--- src/common/coc_params.svh ---
`ifndef COC_PARAMS_SVH
`define COC_PARAMS_SVH

// =====================================================================
// Register map, byte addresses
// =====================================================================
`define COC_UNIT_BIT        4
`define COC_OFS_CR0         4'h4
`define COC_OFS_CR1         4'h8
`define COC_OFS_SR          4'hc

// =====================================================================
// Control register 0 fields
// =====================================================================
`define COC_CR0_EN          0
`define COC_CR0_HYS_LO      1
`define COC_CR0_HYS_HI      2
`define COC_CR0_SETTLE_TIME_SEL_LO     3
`define COC_CR0_SETTLE_TIME_SEL_HI     4
`define COC_CR0_IE          5
`define COC_CR0_POL         6
`define COC_CR0_WIN         7
`define COC_CR0_RST         16'h0000

// =====================================================================
// Control register 1 fields
// =====================================================================
`define COC_CR1_FILTER_ENABLE       0
`define COC_CR1_FILTER_CLOCK_SEL      1
`define COC_CR1_FLTW_LO     2
`define COC_CR1_FLTW_HI     4
`define COC_CR1_BLK_LO      5
`define COC_CR1_BLK_HI      7
`define COC_CR1_TRIG_LO     8
`define COC_CR1_TRIG_HI     10
`define COC_CR1_BRAKE       11
`define COC_CR1_REFCLR      12
`define COC_CR1_LVLIE       13
`define COC_CR1_RISE_IRQ_EN      14
`define COC_CR1_FALL_IRQ_EN      15
`define COC_CR1_RST         16'h0000

// =====================================================================
// Status register fields
// =====================================================================
`define COC_SR_LEVEL        0
`define COC_SR_FLAG         1
`define COC_SR_READY        2

// =====================================================================
// Timing
// =====================================================================
`define COC_CLK_NS          40
`define COC_RESP0_NS        200
`define COC_RESP1_NS        2000
`define COC_RESP2_NS        5000
`define COC_RESP3_NS        20000
`define COC_BLANK_BASE      10'h004

`endif

--- src/common/coc_pkg.sv ---
package coc_pkg;

   typedef enum logic [1:0] {
      COC_ST_OFF,
      COC_ST_SETTLE,
      COC_ST_READY
   } coc_ready_state_type;

   // Settings driven to one analog core
   typedef struct packed {
      logic       enable;
      logic [1:0] settle_time_sel;
      logic [1:0] deadband_sel;
   } coc_analog_cfg_type;

   // Conditioned results of one comparator unit
   typedef struct packed {
      logic comparator_pin_out;
      logic brake_input;
      logic reference_clear_input;
      logic irq_req;
   } coc_unit_out_type;

endpackage

--- src/design/coc_top.sv ---
`timescale 1ns/100ps
`include "coc_params.svh"

//Behaviour
//- Per-unit settle time select drives analog core
//- Invert set: output is inverted raw result
//- Invert clear: output follows raw result
//- Filter used when enabled, else bypassed
//- Filter ticks on bus clock or RC
//- Eight widths reject short pulses
//- Filtered level readable in status
//- Filtered level drives comparator pin output
//- Route output to brake and ref-clear
//- Two-bit hysteresis code to analog core
//- Window mode XORs both adjusted signals
//- Blanking holds output at present level
//- Blanking lasts 2^(n+2) to +2 cycles
//- Enabled timer channel rising edges start blanking
//- Enabled trigger sets flag and requests interrupt
//- Writing zero clears the interrupt flag
//- High level triggers when enabled
//- Rising edge triggers when enabled
//- Falling edge triggers when enabled
//- Interrupt drives wake request in low power
//- Ready flag set once output valid
//- Trigger selections combine freely
module coc_top (
   input  wire logic                                clk_sys,
   input  wire logic                                rst,
   input  wire logic [4:0]                          avs_address,
   input  wire logic                                avs_read,
   input  wire logic                                avs_write,
   input  wire logic [31:0]                         avs_writedata,
   input  wire logic [3:0]                          avs_byteenable,
   output logic [31:0]                              avs_readdata,
   output logic                                     avs_waitrequest,
   input  wire logic [1:0]                          raw_analog_result,
   input  wire logic                                rc_osc_clk,
   input  wire logic [2:0]                          timer_chb,
   output coc_pkg::coc_analog_cfg_type [1:0]        analog_cfg,
   output coc_pkg::coc_unit_out_type [1:0]          unit_out,
   output logic                                     wake_req
);

   // =====================================================================
   // Functions
   // =====================================================================
   function automatic logic addr_hit(input logic [4:0] addr, input logic unit, input logic [3:0] ofs);
      addr_hit = (addr[`COC_UNIT_BIT] == unit) && (addr[3:0] == ofs);
   endfunction

   function automatic logic [15:0] merge16(input logic [15:0] old_val, input logic [15:0] wdata,
                                           input logic [1:0] be);
      merge16 = old_val;
      if (be[0]) begin
         merge16[7:0] = wdata[7:0];
      end
      if (be[1]) begin
         merge16[15:8] = wdata[15:8];
      end
   endfunction

   function automatic logic [9:0] settle_cycles(input logic [1:0] sel);
      unique case (sel)
         2'h0: settle_cycles = 10'((`COC_RESP0_NS + `COC_CLK_NS - 1) / `COC_CLK_NS);
         2'h1: settle_cycles = 10'((`COC_RESP1_NS + `COC_CLK_NS - 1) / `COC_CLK_NS);
         2'h2: settle_cycles = 10'((`COC_RESP2_NS + `COC_CLK_NS - 1) / `COC_CLK_NS);
         2'h3: settle_cycles = 10'((`COC_RESP3_NS + `COC_CLK_NS - 1) / `COC_CLK_NS);
      endcase
   endfunction

   // Widths 1,2,4..128 filter ticks
   function automatic logic [7:0] filter_width(input logic [2:0] sel);
      filter_width = 8'h01 << sel;
   endfunction

   // =====================================================================
   // Input synchronisers
   // =====================================================================
   logic [1:0] raw_meta_reg;
   logic [1:0] raw_sync_reg;
   logic       rc_meta_reg;
   logic       rc_sync_reg;
   logic       rc_prev_reg;
   logic [2:0] chb_meta_reg;
   logic [2:0] chb_sync_reg;
   logic [2:0] chb_prev_reg;
   logic       rc_tick;
   logic [2:0] chb_rise;

   always_ff @(posedge clk_sys or posedge rst) begin
      if (rst) begin
         raw_meta_reg <= 2'h0;
         raw_sync_reg <= 2'h0;
      end else begin
         raw_meta_reg <= raw_analog_result;
         raw_sync_reg <= raw_meta_reg;
      end
   end

   always_ff @(posedge clk_sys or posedge rst) begin
      if (rst) begin
         rc_meta_reg <= 1'b0;
         rc_sync_reg <= 1'b0;
         rc_prev_reg <= 1'b0;
      end else begin
         rc_meta_reg <= rc_osc_clk;
         rc_sync_reg <= rc_meta_reg;
         rc_prev_reg <= rc_sync_reg;
      end
   end

   always_ff @(posedge clk_sys or posedge rst) begin
      if (rst) begin
         chb_meta_reg <= 3'h0;
         chb_sync_reg <= 3'h0;
         chb_prev_reg <= 3'h0;
      end else begin
         chb_meta_reg <= timer_chb;
         chb_sync_reg <= chb_meta_reg;
         chb_prev_reg <= chb_sync_reg;
      end
   end

   // Slow RC clock becomes a one-cycle enable
   assign rc_tick  = rc_sync_reg & ~rc_prev_reg;
   assign chb_rise = chb_sync_reg & ~chb_prev_reg;

   // =====================================================================
   // Bus slave
   // =====================================================================
   logic        ack_reg;
   logic        wr_fire;
   logic [31:0] readdata_reg;
   logic [31:0] read_next;
   logic [15:0] cr0_reg [2];
   logic [15:0] cr1_reg [2];
   logic [1:0]  flag_reg;
   logic [1:0]  out_reg;
   logic [1:0]  ready_bit;

   // One wait state on every access
   always_ff @(posedge clk_sys or posedge rst) begin
      if (rst) begin
         ack_reg <= 1'b0;
      end else begin
         ack_reg <= (avs_read | avs_write) & ~ack_reg;
      end
   end

   assign avs_waitrequest = (avs_read | avs_write) & ~ack_reg;
   assign wr_fire         = avs_write & ack_reg;

   always_comb begin
      read_next = 32'h0000_0000;
      for (int u = 0; u < 2; u++) begin
         if (addr_hit(avs_address, 1'(u), `COC_OFS_CR0)) begin
            read_next = {16'h0000, cr0_reg[u]};
         end
         if (addr_hit(avs_address, 1'(u), `COC_OFS_CR1)) begin
            read_next = {16'h0000, cr1_reg[u]};
         end
         if (addr_hit(avs_address, 1'(u), `COC_OFS_SR)) begin
            read_next[`COC_SR_LEVEL] = out_reg[u];
            read_next[`COC_SR_FLAG]  = flag_reg[u];
            read_next[`COC_SR_READY] = ready_bit[u];
         end
      end
   end

   always_ff @(posedge clk_sys or posedge rst) begin
      if (rst) begin
         readdata_reg <= 32'h0000_0000;
      end else if (avs_read & ~ack_reg) begin
         readdata_reg <= read_next;
      end
   end

   assign avs_readdata = readdata_reg;
   assign wake_req     = |flag_reg;

   // =====================================================================
   // Comparator units
   // =====================================================================
   logic [1:0] pol_adj;

   for (genvar i = 0; i < 2; i++) begin : g_unit
      coc_pkg::coc_ready_state_type state_reg;
      logic [9:0] settle_cnt_reg;
      logic       win;
      logic       filt_reg;
      logic [7:0] filt_cnt_reg;
      logic       filt_tick;
      logic [9:0] blank_cnt_reg;
      logic       blank_act;
      logic       blank_trig;
      logic       prev_reg;
      logic       trig_event;
      logic       flag_clr;
      logic       cr0_wr;
      logic       cr1_wr;

      assign cr0_wr = wr_fire & addr_hit(avs_address, 1'(i), `COC_OFS_CR0);
      assign cr1_wr = wr_fire & addr_hit(avs_address, 1'(i), `COC_OFS_CR1);

      always_ff @(posedge clk_sys or posedge rst) begin
         if (rst) begin
            cr0_reg[i] <= `COC_CR0_RST;
         end else if (cr0_wr) begin
            cr0_reg[i] <= merge16(cr0_reg[i], avs_writedata[15:0], avs_byteenable[1:0]);
         end
      end

      always_ff @(posedge clk_sys or posedge rst) begin
         if (rst) begin
            cr1_reg[i] <= `COC_CR1_RST;
         end else if (cr1_wr) begin
            cr1_reg[i] <= merge16(cr1_reg[i], avs_writedata[15:0], avs_byteenable[1:0]);
         end
      end

      assign analog_cfg[i].enable          = cr0_reg[i][`COC_CR0_EN];
      assign analog_cfg[i].settle_time_sel = cr0_reg[i][`COC_CR0_SETTLE_TIME_SEL_HI:`COC_CR0_SETTLE_TIME_SEL_LO];
      assign analog_cfg[i].deadband_sel    = cr0_reg[i][`COC_CR0_HYS_HI:`COC_CR0_HYS_LO];

      // Ready after the selected settle time from enable
      always_ff @(posedge clk_sys or posedge rst) begin
         if (rst) begin
            state_reg      <= coc_pkg::COC_ST_OFF;
            settle_cnt_reg <= 10'h000;
         end else if (!cr0_reg[i][`COC_CR0_EN]) begin
            state_reg      <= coc_pkg::COC_ST_OFF;
            settle_cnt_reg <= 10'h000;
         end else begin
            unique case (state_reg)
               coc_pkg::COC_ST_OFF: begin
                  state_reg      <= coc_pkg::COC_ST_SETTLE;
                  settle_cnt_reg <= settle_cycles(cr0_reg[i][`COC_CR0_SETTLE_TIME_SEL_HI:`COC_CR0_SETTLE_TIME_SEL_LO]);
               end
               coc_pkg::COC_ST_SETTLE: begin
                  if (settle_cnt_reg <= 10'h001) begin
                     state_reg <= coc_pkg::COC_ST_READY;
                  end
                  settle_cnt_reg <= settle_cnt_reg - 10'h001;
               end
               coc_pkg::COC_ST_READY: begin
                  state_reg <= coc_pkg::COC_ST_READY;
               end
               default: begin
                  state_reg <= coc_pkg::COC_ST_OFF;
               end
            endcase
         end
      end

      assign ready_bit[i] = (state_reg == coc_pkg::COC_ST_READY);

      // Polarity and window selection
      assign pol_adj[i] = raw_sync_reg[i] ^ cr0_reg[i][`COC_CR0_POL];
      assign win = cr0_reg[i][`COC_CR0_WIN] ? (pol_adj[0] ^ pol_adj[1]) : pol_adj[i];

      // Noise filter
      assign filt_tick = cr1_reg[i][`COC_CR1_FILTER_CLOCK_SEL] | rc_tick;

      always_ff @(posedge clk_sys or posedge rst) begin
         if (rst) begin
            filt_reg     <= 1'b0;
            filt_cnt_reg <= 8'h00;
         end else if (win == filt_reg) begin
            filt_cnt_reg <= 8'h00;
         end else if (filt_tick) begin
            if (filt_cnt_reg + 8'h01 >= filter_width(cr1_reg[i][`COC_CR1_FLTW_HI:`COC_CR1_FLTW_LO])) begin
               filt_reg     <= win;
               filt_cnt_reg <= 8'h00;
            end else begin
               filt_cnt_reg <= filt_cnt_reg + 8'h01;
            end
         end
      end

      // Blanking window
      assign blank_trig = |(chb_rise & cr1_reg[i][`COC_CR1_TRIG_HI:`COC_CR1_TRIG_LO]);
      assign blank_act  = (blank_cnt_reg != 10'h000);

      always_ff @(posedge clk_sys or posedge rst) begin
         if (rst) begin
            blank_cnt_reg <= 10'h000;
         end else if (blank_act) begin
            blank_cnt_reg <= blank_cnt_reg - 10'h001;
         end else if (blank_trig) begin
            blank_cnt_reg <= `COC_BLANK_BASE << cr1_reg[i][`COC_CR1_BLK_HI:`COC_CR1_BLK_LO];
         end
      end

      // Final conditioned output
      always_ff @(posedge clk_sys or posedge rst) begin
         if (rst) begin
            out_reg[i] <= 1'b0;
         end else if (!cr0_reg[i][`COC_CR0_EN]) begin
            out_reg[i] <= 1'b0;
         end else if (!blank_act) begin
            out_reg[i] <= cr1_reg[i][`COC_CR1_FILTER_ENABLE] ? filt_reg : win;
         end
      end

      always_ff @(posedge clk_sys or posedge rst) begin
         if (rst) begin
            prev_reg <= 1'b0;
         end else begin
            prev_reg <= out_reg[i];
         end
      end

      // Interrupt trigger
      assign trig_event = (cr1_reg[i][`COC_CR1_LVLIE] & out_reg[i])
                        | (cr1_reg[i][`COC_CR1_RISE_IRQ_EN] & out_reg[i] & ~prev_reg)
                        | (cr1_reg[i][`COC_CR1_FALL_IRQ_EN] & ~out_reg[i] & prev_reg);

      assign flag_clr = wr_fire & addr_hit(avs_address, 1'(i), `COC_OFS_SR) & avs_byteenable[0]
                        & ~avs_writedata[`COC_SR_FLAG];

      // Set beats a simultaneous clear
      always_ff @(posedge clk_sys or posedge rst) begin
         if (rst) begin
            flag_reg[i] <= 1'b0;
         end else if (cr0_reg[i][`COC_CR0_IE] & trig_event) begin
            flag_reg[i] <= 1'b1;
         end else if (flag_clr) begin
            flag_reg[i] <= 1'b0;
         end
      end

      assign unit_out[i].comparator_pin_out    = out_reg[i];
      assign unit_out[i].brake_input           = out_reg[i] & cr1_reg[i][`COC_CR1_BRAKE];
      assign unit_out[i].reference_clear_input = out_reg[i] & cr1_reg[i][`COC_CR1_REFCLR];
      assign unit_out[i].irq_req               = flag_reg[i];
   end

endmodule

--- config.mk ---
export PLATFORM = sky130hd
export DESIGN_NAME = coc_top
export DESIGN_NICKNAME = d
export VERILOG_FILES = /design/src/common/coc_pkg.sv /design/src/design/coc_top.sv
export VERILOG_INCLUDE_DIRS = /design/src /design/src/common
export SDC_FILE = /design/constraint.sdc
export NUM_CORES = 1
export LEC_CHECK = 0
export BUFFER_PORTS_ARGS = -buffer_cell sky130_fd_sc_hd__clkbuf_2
export CORE_ASPECT_RATIO = 1.25
export CORE_MARGIN = 4
export CORE_UTILIZATION = 53
export DETAILED_ROUTE_END_ITERATION = 16
export PLACE_DENSITY_LB_ADDON = 0.25
export SETUP_SLACK_MARGIN = 0.05
export SLEW_MARGIN = 10
export SYNTH_ARGS = -nofsm -noshare
export SYNTH_HDL_FRONTEND = slang
export SYNTH_SLANG_ARGS = --single-unit
--- constraint.sdc ---
create_clock -name clk_sys -period 5.8 [get_ports clk_sys]
set_input_delay 1.74 -clock clk_sys [delete_from_list [all_inputs] [get_ports clk_sys]]
set_output_delay 1.74 -clock clk_sys [all_outputs]
set_load 0.05 [all_outputs]
==> impl_metrics.csv, run 1 <==
group,metric,value,unit
cts,cts-htree-levels,4,
cts,ctsResizeCount,0,
run,maxCapViolations,0,
route,first_pass_iters,5,
timing,period_needed,4040,ps
finish,seqCellArea,4130,um2
finish,antenna_cells,0,
logic_synthesis,synth-main-ff-cell,"dfrtp_1",
worst_setup_path,critPathKind,"input port to output pin",
timing,timing.hold.ws,350,ps
worst_setup_path,crit_path_start_kind,"input port",
pwr,vdd_drop_max,204,uV
timing,fmax,248,MHz
logic_synthesis,ys_warn_count,0,
logic_synthesis,synth_top_area_share,46.4,%
timing,worstMarginPinSlew,1150,ps
timing,relSlewSlack,23.0,%
route,drtAntennaViolNets,0,
timing,worst_clock_skew,10.7,ps
cts,clkTransAtPathRegs,70,ps
timing,rsz0062_at_grt,"no",
pwr,clkPwrFrac,36.5,%
finish,fillers,1408,
cts,cts_root_buffer,"clkbuf_16",
logic_synthesis,synthTopCellsByArea,"dfrtp_1 46%, mux2_2 8.5%, o21ai_0 4.9%",
pwr,p_comb_share,18.8,%
route,drt-initial-drc-count,451,
timing,setup_violations,0,
finish,multi_input_comb_area,4420,um2
global_routing,grt_pass1_wl,32.6,mm
floorplan,start_util,54.5,%
hold_path,hold_class,"flip-flop to flip-flop",
timing,finalHoldViolations,0,
logic_synthesis,synth_xor_area_share,3.88,%
logic_synthesis,ys_seq_elements,165,
pwr,power_leakage,4.54,nW
route,viasPerCell,5.73,
logic_synthesis,avgSynthCellArea,10.1,um2
logic_synthesis,muxShareOfSynthArea,9.26,%
cts,clkLatencyLatePin,440,ps
logic_synthesis,yosys.area.top_type,"dfrtp_1",
cts,postCtsSetupBuffers,0,
place,numPortBuffers,68,
finish,area_growth,11.3,%
floorplan,core,16300,um2
pwr,switchingPower,1.05,mW
finish,nets,1004,
global_routing,grt_max_degree,166,
floorplan,ios,103,
place,place_area,9270,um2
floorplan,dieArea,19000,um2
floorplan,fp.dieW,124,um
timing,fin_crit_sh,69.6,%
cts,cts_made_buffers,17,
pwr,p_seq_share,44.7,%
finish,drive_gt1_share,21.2,%
pwr,p_sw_share,32.7,%
logic_synthesis,synthCells,879,
place,routabilityCongestion,0.879,
floorplan,num_rows,52,
worst_setup_path,cp-end-kind,"output pin",
worst_setup_path,cp_data_arrival_time,2300,ps
logic_synthesis,synth_edf_count,0,
route,wl_per_cell,17.2,um
cts,ctsHoldBuffers,0,
pwr,p_int,2.16,mW
route,drcViolationCount,0,
logic_synthesis,synth_top_family_by_area,"simple AND/OR/NAND/NOR gates",
cts,cts_tree,"yes",
route,via_count,6597,
pwr,p_per_area,324,nW/um2
timing,slew_viol_final,0,
finish,largest_register_ffs,32,
cts,cts_sinks,165,
floorplan,die_height,153,um
cts,clockBufferDepth,2,
pwr,power,3.21,mW
global_routing,track_usage,21.8,%
logic_synthesis,synthAdderAreaFrac,4.35,%
worst_setup_path,worstPathMaxFanout,4,
route,wirelength,19.8,mm
place,dp_hpwl,13.7,mm
global_routing,grt_pass1_vias,6487,
worst_setup_path,cp.required,4060,ps
logic_synthesis,async_reset_ff_share,100,%
timing,fin_setup_tns,0,ps
logic_synthesis,synth-simple-area-share,16.9,%
global_routing,antenna_found_initial,0,
finish,finalInstanceArea,9910,um2
logic_synthesis,ys_types,70,
outcome,status,"finished clean",
logic_synthesis,synth-seq-area-share,46.4,%
logic_synthesis,syn_area,8910,um2
logic_synthesis,synth_compound_gate_area_share,14.5,%
global_routing,grt_overflow_total,0,
## cells by family after synthesis
kind of cell | after synthesis
AOI/OAI and AO/OA | 208
DFF | 165
and+or+nand+nor | 282
buffers and inverters | 82
adders and majority gates | 31
other | 1
muxes | 74
xor gates and xnor gates | 36
## worst max-delay path, cell delays in order
cell	delay [ps]
clkbuf_2	110
nor2_1	50
nor2_1	110
clkbuf_2	290
## worst paths after layout
check | from | end | slack (ps) | cells after the start
max reg2reg | g_unit[1].filt_cnt_reg[0] | g_unit[1].filt_reg | 2930 | 10
min | raw_meta_reg[0] | raw_sync_reg[0] | 350 | 0
min reg2reg | raw_meta_reg[0] | raw_sync_reg[0] | 350 | 0
max | avs_write | avs_waitrequest | 1760 | 4
max in group asynchronous | rst | cr1_reg[17] | 3560 | 3
min in group asynchronous | rst | g_unit[1].blank_cnt_reg[4] | 1520 | 3
## layout by cell type (no fill, tap or decap), types with 6 or more instances in the layout
cell       netlist  routed
conb_1           1      16
a22oi_1         13      13
clkbuf_16        0      17
a22o_1           8       8
nand3b_1        17      17
inv_1           19      18
xnor2_1         20      20
clkbuf_2         1      68
nand3_1         36      36
ha_1            31      31
nand2b_1         8       8
o21ai_0         88      88
a21oi_1         36      36
o21a_1           6       6
and2_1           8       8
mux2_2          67      67
nor3_1          18      18
nor2b_1         12      12
dfrtp_1        165     165
or3b_2           7       7
nor2_1          57      57
a31oi_1          8       8
clkinv_8         0       7
a21o_1           8       8
nand2_1         78      78
mux2i_1          7       7
xor2_1          14      14
## layout make-up
cell class | count | area share [%]
Timing Repair Buffer | 72 | 3.86
Multi-Input combinational cell | 647 | 44.6
Tap cell | 216 | 2.73
Inverter | 19 | 0.757
Clock buffer | 17 | 4.29
Sequential cell | 165 | 41.7
Clock inverter | 15 | 2.15
## power by group through the flow
stage                     clock (mW)  combinational, mW  sequential, mW
after global placement             0              0.596            1.45
after floorplan                    0              0.508            1.42
after global routing            1.25              0.683            1.46
final                           1.17              0.604            1.44
after detailed placement           0              0.608            1.46
after CTS                       1.20              0.611            1.44
## layer usage
layer	track usage, %	part of all wire (%)	vias to the layer above
met3	3.77	4.0	34
met5	0	0	-
met4	9.24	2.7	0
met1	28.9	44	3219
met2	34.9	50	141
li1	-	-	3203
## synth_stat cells (all sizes together), types with 6 or more instances
| cell type | count |
|---|---|
| nand2 | 78 |
| buf | 35 |
| inv | 19 |
| dfrtp | 165 |
| nor4 | 7 |
| nand2b | 8 |
| nor2 | 59 |
| a21oi | 36 |
| o21ai | 89 |
| xnor2 | 20 |
| nor2b | 12 |
| clkbuf | 28 |
| nor3 | 23 |
| a22o | 8 |
| a21o | 8 |
| or2 | 6 |
| mux2i | 7 |
| mux2 | 67 |
| ha | 31 |
| or3b | 7 |
| a31oi | 8 |
| xor2 | 14 |
| and2 | 8 |
| a22oi | 13 |
| nand3 | 36 |
| o21a | 6 |
| nand3b | 17 |
## metrics by stage
step	std cells	setup slack (ps)	utilization (%)
global route	1151	1700	60.7
floorplan	894	1620	-
global placement	1119	1640	56.8
detailed placement	1119	1650	56.8
CTS	1151	1760	60.7
finish	1151	1760	60.7
Power figures use the tool's default switching activity.
==> inputs of run 2 (changes only) <==
==> constraint.sdc (replaced) <==
create_clock -name clk_sys -period 3.5 [get_ports clk_sys]
set_input_delay 1.05 -clock clk_sys [delete_from_list [all_inputs] [get_ports clk_sys]]
set_output_delay 1.05 -clock clk_sys [all_outputs]
set_load 0.05 [all_outputs]
==> impl_metrics.csv, run 2 (synthesized netlist as in run 1, its figures left out) <==
group,metric,value,unit
finish,finalInstanceArea,9960,um2
worst_setup_path,critPathKind,"flip-flop to flip-flop",
timing,timing.hold.ws,352,ps
worst_setup_path,worstPathMaxFanout,6,
outcome,status,"finished clean",
timing,relSlewSlack,48.8,%
cts,cts_root_buffer,"clkbuf_16",
timing,setup_violations,0,
pwr,p_per_area,530,nW/um2
global_routing,grt_pass1_wl,33.4,mm
finish,layout_common_cells,"165 x dfrtp_1, 88 x o21ai_0, 78 x nand2_1, 68 x clkbuf_2, 67 x mux2_2",
pwr,power,5.28,mW
pwr,vdd_drop_max,349,uV
timing,setup_slack,627,ps
finish,antenna_cells,0,
global_routing,track_usage,22.4,%
hold_path,min_to,"chb_sync_reg[1]",
place,dp_cells,1129,
floorplan,ios,103,
pwr,power_leakage,4.58,nW
route,wirelength,20.3,mm
place,post-place-ws,651,ps
timing,worstMarginPinSlew,766,ps
finish,drive_gt1_share,22.0,%
route,drcViolationCount,0,
route,drt-initial-drc-count,461,
finish,final_common_cell,"dfrtp_1",
floorplan,core,16300,um2
hold_path,hold_class,"flip-flop to flip-flop",
cts,cts-htree-levels,4,
place,numPortBuffers,68,
route,first_pass_iters,4,
timing,rsz0062_at_grt,"no",
finish,nets,1014,
cts,clkLatencyLatePin,430,ps
finish,instances_no_fill,1161,
worst_setup_path,reg2regPathDepth,10,
finish,largest_register_ffs,32,
worst_setup_path,r2r_end,"g_unit[1].filt_reg",
place,place_area,9350,um2
cts,ctsHoldBuffers,0,
run,maxCapViolations,0,
worst_setup_path,cp-end-kind,"flip-flop",
route,drtAntennaViolNets,0,
place,dp_hpwl,14.2,mm
timing,fmax,348,MHz
timing,worst_clock_skew,7.52,ps
cts,ctsResizeCount,0,
cts,clockBufferDepth,2,
global_routing,grt_pass1_vias,6579,
hold_path,whs_path_depth,0,
floorplan,fp.dieW,124,um
place,routabilityCongestion,0.849,
timing,fin_crit_sh,82.1,%
timing,period_needed,2870,ps
worst_setup_path,r2r_setup_slack,630,ps
worst_setup_path,r2r-start,"g_unit[1].filt_cnt_reg[0]",
cts,postCtsSetupBuffers,0,
timing,slew_viol_final,0,
timing,fin_setup_tns,0,ps
cts,cts_tree,"yes",
route,viasPerCell,5.81,
worst_setup_path,cp.required,3820,ps
floorplan,die_height,153,um
finish,finish.utilization,61.0,%
floorplan,dieArea,19000,um2
hold_path,hp-start,"chb_meta_reg[1]",
cts,cts_made_buffers,17,
finish,area_growth,11.8,%
route,via_count,6747,
timing,finalHoldViolations,0,
global_routing,antenna_found_initial,0,
cts,cts_sinks,165,
global_routing,grt_max_degree,134,
worst_setup_path,cp_data_arrival_time,3190,ps
global_routing,grt_overflow_total,0,
worst_setup_path,crit_path_start_kind,"flip-flop",
cts,clkTransAtPathRegs,70,ps
floorplan,num_rows,52,
route,wl_per_cell,17.5,um
floorplan,start_util,54.5,%
-- run 2: changes by cell type in the layout (fill, tap and decap cells not counted), sizes merged --
cell	before	now
buf	4	14
bufinv	1	0
inv	25	26
-- run 2: power breakdown --
| group | switching, mW | total (mW) | internal [mW] |
|---|---|---|---|
| clock | 0.917 | 1.89 | 0.973 |
| sequential | 0.252 | 2.38 | 2.13 |
| combinational | 0.591 | 1.01 | 0.420 |
| total | 1.76 | 5.28 | 3.52 |
-- run 2: worst max-delay path by stage --
stage	startpoint	to	slack, ps
after floorplan	rst	ack_reg	350
after global placement	g_unit[1].filt_cnt_reg[0]	g_unit[1].filt_reg	690
after detailed placement	avs_address[2]	avs_readdata[5]	650
after CTS	g_unit[1].filt_cnt_reg[0]	g_unit[1].filt_reg	630
after global routing	g_unit[0].filt_cnt_reg[2]	g_unit[0].filt_cnt_reg[6]	430
final	g_unit[1].filt_cnt_reg[0]	g_unit[1].filt_reg	630
-- run 2: critical path, cell delays in order, from the launching register on --
cell	delay, ps
dfrtp_1	440
ha_1	230
nand3_1	130
nor2_1	180
xor2_1	190
ha_1	260
a21o_1	160
a221o_1	350
a41oi_1	430
nor2_1	110
mux2_2	290
-- run 2: layer usage --
| layer | share of wire [%] | GRT usage (%) | up-vias |
|---|---|---|---|
| li1 | - | - | 3225 |
| met1 | 43 | 29.6 | 3345 |
| met2 | 50 | 36.7 | 139 |
| met3 | 3.5 | 3.44 | 38 |
| met4 | 2.6 | 8.92 | 0 |
| met5 | 0 | 0 | - |
-- run 2: area by class of cell --
cell class | count | area [um2]
clock inverters | 15 | 184
multi-input cells | 647 | 4420
fillers | 1430 | 6370
repair buffers | 82 | 458
inverters | 19 | 75.1
flip-flops and latches | 165 | 4130
well taps | 216 | 270
clock buffers | 17 | 425
==> inputs of run 3 (changes only) <==
==> constraint.sdc (replaced) <==
create_clock -name clk_sys -period 2.6 [get_ports clk_sys]
set_input_delay 0.78 -clock clk_sys [delete_from_list [all_inputs] [get_ports clk_sys]]
set_output_delay 0.78 -clock clk_sys [all_outputs]
set_load 0.05 [all_outputs]
==> impl_metrics.csv, run 3 (synthesized netlist as in run 1, its figures left out) <==
group,metric,value,unit
finish,nets,1055,
worst_setup_path,cp.required,2920,ps
cts,cts_made_buffers,17,
finish,final_common_cell,"dfrtp_1",
worst_setup_path,r2r_end,"g_unit[0].filt_reg",
timing,rsz0062_at_grt,"yes",
finish,largest_register_ffs,32,
floorplan,start_util,54.5,%
worst_setup_path,worstPathMaxFanout,3,
timing,setup_violations,0,
finish,fillers,1346,
global_routing,grt_max_degree,41,
worst_setup_path,critPathKind,"flip-flop to flip-flop",
finish,drive_gt1_share,27.6,%
pwr,power,7.35,mW
hold_path,hold_class,"flip-flop to flip-flop",
worst_setup_path,path_cells,"nand3_2, or2_4, nor2_4, xor2_1, ha_1, and3_4, a221o_1, a41oi_4, nor2_2, mux2_4",
cts,clkTransAtPathRegs,70,ps
route,via_count,6976,
cts,ctsHoldBuffers,0,
run,maxCapViolations,0,
cts,clockBufferDepth,2,
place,dp_hpwl,15.0,mm
floorplan,die_height,153,um
worst_setup_path,slowest_stage,"dfrtp_1",
finish,layout_common_cells,"161 x dfrtp_1, 88 x o21ai_0, 78 x nand2_1, 68 x clkbuf_2, 66 x mux2_2",
outcome,status,"finished clean",
worst_setup_path,path_buf_inv,0,
route,first_pass_iters,5,
cts,clkLatencyLatePin,440,ps
cts,cts_root_buffer,"clkbuf_16",
timing,period_needed,2530,ps
finish,multi_input_comb_area,4560,um2
finish,area_growth,17.6,%
worst_setup_path,r2r_setup_slack,70,ps
finish,antenna_cells,0,
route,drt-initial-drc-count,471,
timing,finalHoldViolations,0,
global_routing,grt_overflow_total,0,
worst_setup_path,crit_family,"simple AND/OR/NAND/NOR gates",
cts,cts-htree-levels,4,
pwr,power_leakage,4.82,nW
worst_setup_path,cpPeakStageDelay,430,ps
worst_setup_path,reg2regPathDepth,10,
route,drcViolationCount,0,
route,wirelength,21.2,mm
floorplan,ios,103,
route,wl_per_cell,17.6,um
floorplan,fp.dieW,124,um
floorplan,core,16300,um2
route,viasPerCell,5.80,
route,drtAntennaViolNets,0,
cts,cts_tree,"yes",
pwr,p_per_area,702,nW/um2
worst_setup_path,cp_data_arrival_time,2860,ps
worst_setup_path,r2r-start,"g_unit[0].filt_cnt_reg[1]",
timing,fin_crit_sh,97.5,%
global_routing,grt_pass1_wl,34.8,mm
place,dp_cells,1161,
timing,fmax,395,MHz
global_routing,antenna_found_initial,0,
cts,cts_sinks,165,
floorplan,num_rows,52,
place,routabilityCongestion,0.818,
pwr,vdd_drop_max,480,uV
worst_setup_path,crit_path_start_kind,"flip-flop",
place,numPortBuffers,68,
worst_setup_path,endpoint,"g_unit[0].filt_reg",
timing,slew_viol_final,0,
timing,worstMarginPinSlew,1200,ps
finish,instances_no_fill,1202,
timing,fin_setup_tns,0,ps
timing,relSlewSlack,19.4,%
global_routing,track_usage,23.1,%
worst_setup_path,cp.depth,10,
global_routing,grt_pass1_vias,6921,
worst_setup_path,cp-end-kind,"flip-flop",
finish,seqCellArea,4130,um2
worst_setup_path,startpoint,"g_unit[0].filt_cnt_reg[1]",
timing,worst_clock_skew,9.47,ps
floorplan,dieArea,19000,um2
-- run 3: changes by cell type in the layout (fill, tap and decap cells not counted), sizes merged --
cell | previous run | this run
buf | 14 | 55
inv | 26 | 27
clkinv | 7 | 5
bufinv | 0 | 1
-- run 3: what timing repair did --
item	in CTS	in global routing
endpoints found under the setup margin	12	17
hold endpoints to repair	0	0
setup buffers	1	8
gates resized for setup	4	28
pin swaps	0	18
-- run 3: through the flow --
step           setup WS [ps]  hold WS, ps  instance area (um2)  utilization (%)
2_1_floorplan           -279          331                 8980                -
3_3_place_gp            33.4          335                 9640             59.0
3_5_place_dp            7.02          339                 9640             59.0
4_1_cts                 20.3          355                10300             63.0
5_1_grt                -46.9          365                10500             64.2
6_report                65.5          352                10500             64.2
-- run 3: area by class of cell --
class                           count  area share, %
Sequential cell                   165           39.5
Clock buffer                       17           4.06
Multi-Input combinational cell    647           43.6
Tap cell                          216           2.58
Inverter                           19          0.716
Timing Repair Buffer              123           7.70
Clock inverter                     15           1.93
-- run 3: per-layer routing --
layer	vias to the layer above	routed length (um)	GRT usage, %	share of wire, %
li1	3313	-	-	-
met1	3465	9080	30.8	43
met2	168	10700	37.7	50
met3	30	923	3.81	4.4
met4	0	515	8.61	2.4
met5	-	0	0	0
-- run 3: worst min-delay path by stage --
stage / depth (start not counted) / endpoint / slack [ps] / start
after floorplan: 0 / chb_sync_reg[0] / 330 / chb_meta_reg[0]
after global routing: 0 / chb_sync_reg[2] / 370 / chb_meta_reg[2]
after CTS: 0 / rc_sync_reg / 350 / rc_meta_reg
after detailed placement: 0 / chb_sync_reg[2] / 340 / chb_meta_reg[2]
final: 0 / rc_sync_reg / 350 / rc_meta_reg
after global placement: 0 / chb_sync_reg[1] / 330 / chb_meta_reg[1]
-- run 3: power by group --
part           internal [mW]  total (mW)  switching (mW)
sequential              2.86        3.19           0.327
combinational          0.670        1.53           0.858
clock                   1.41        2.63            1.23
total                   4.94        7.35            2.41
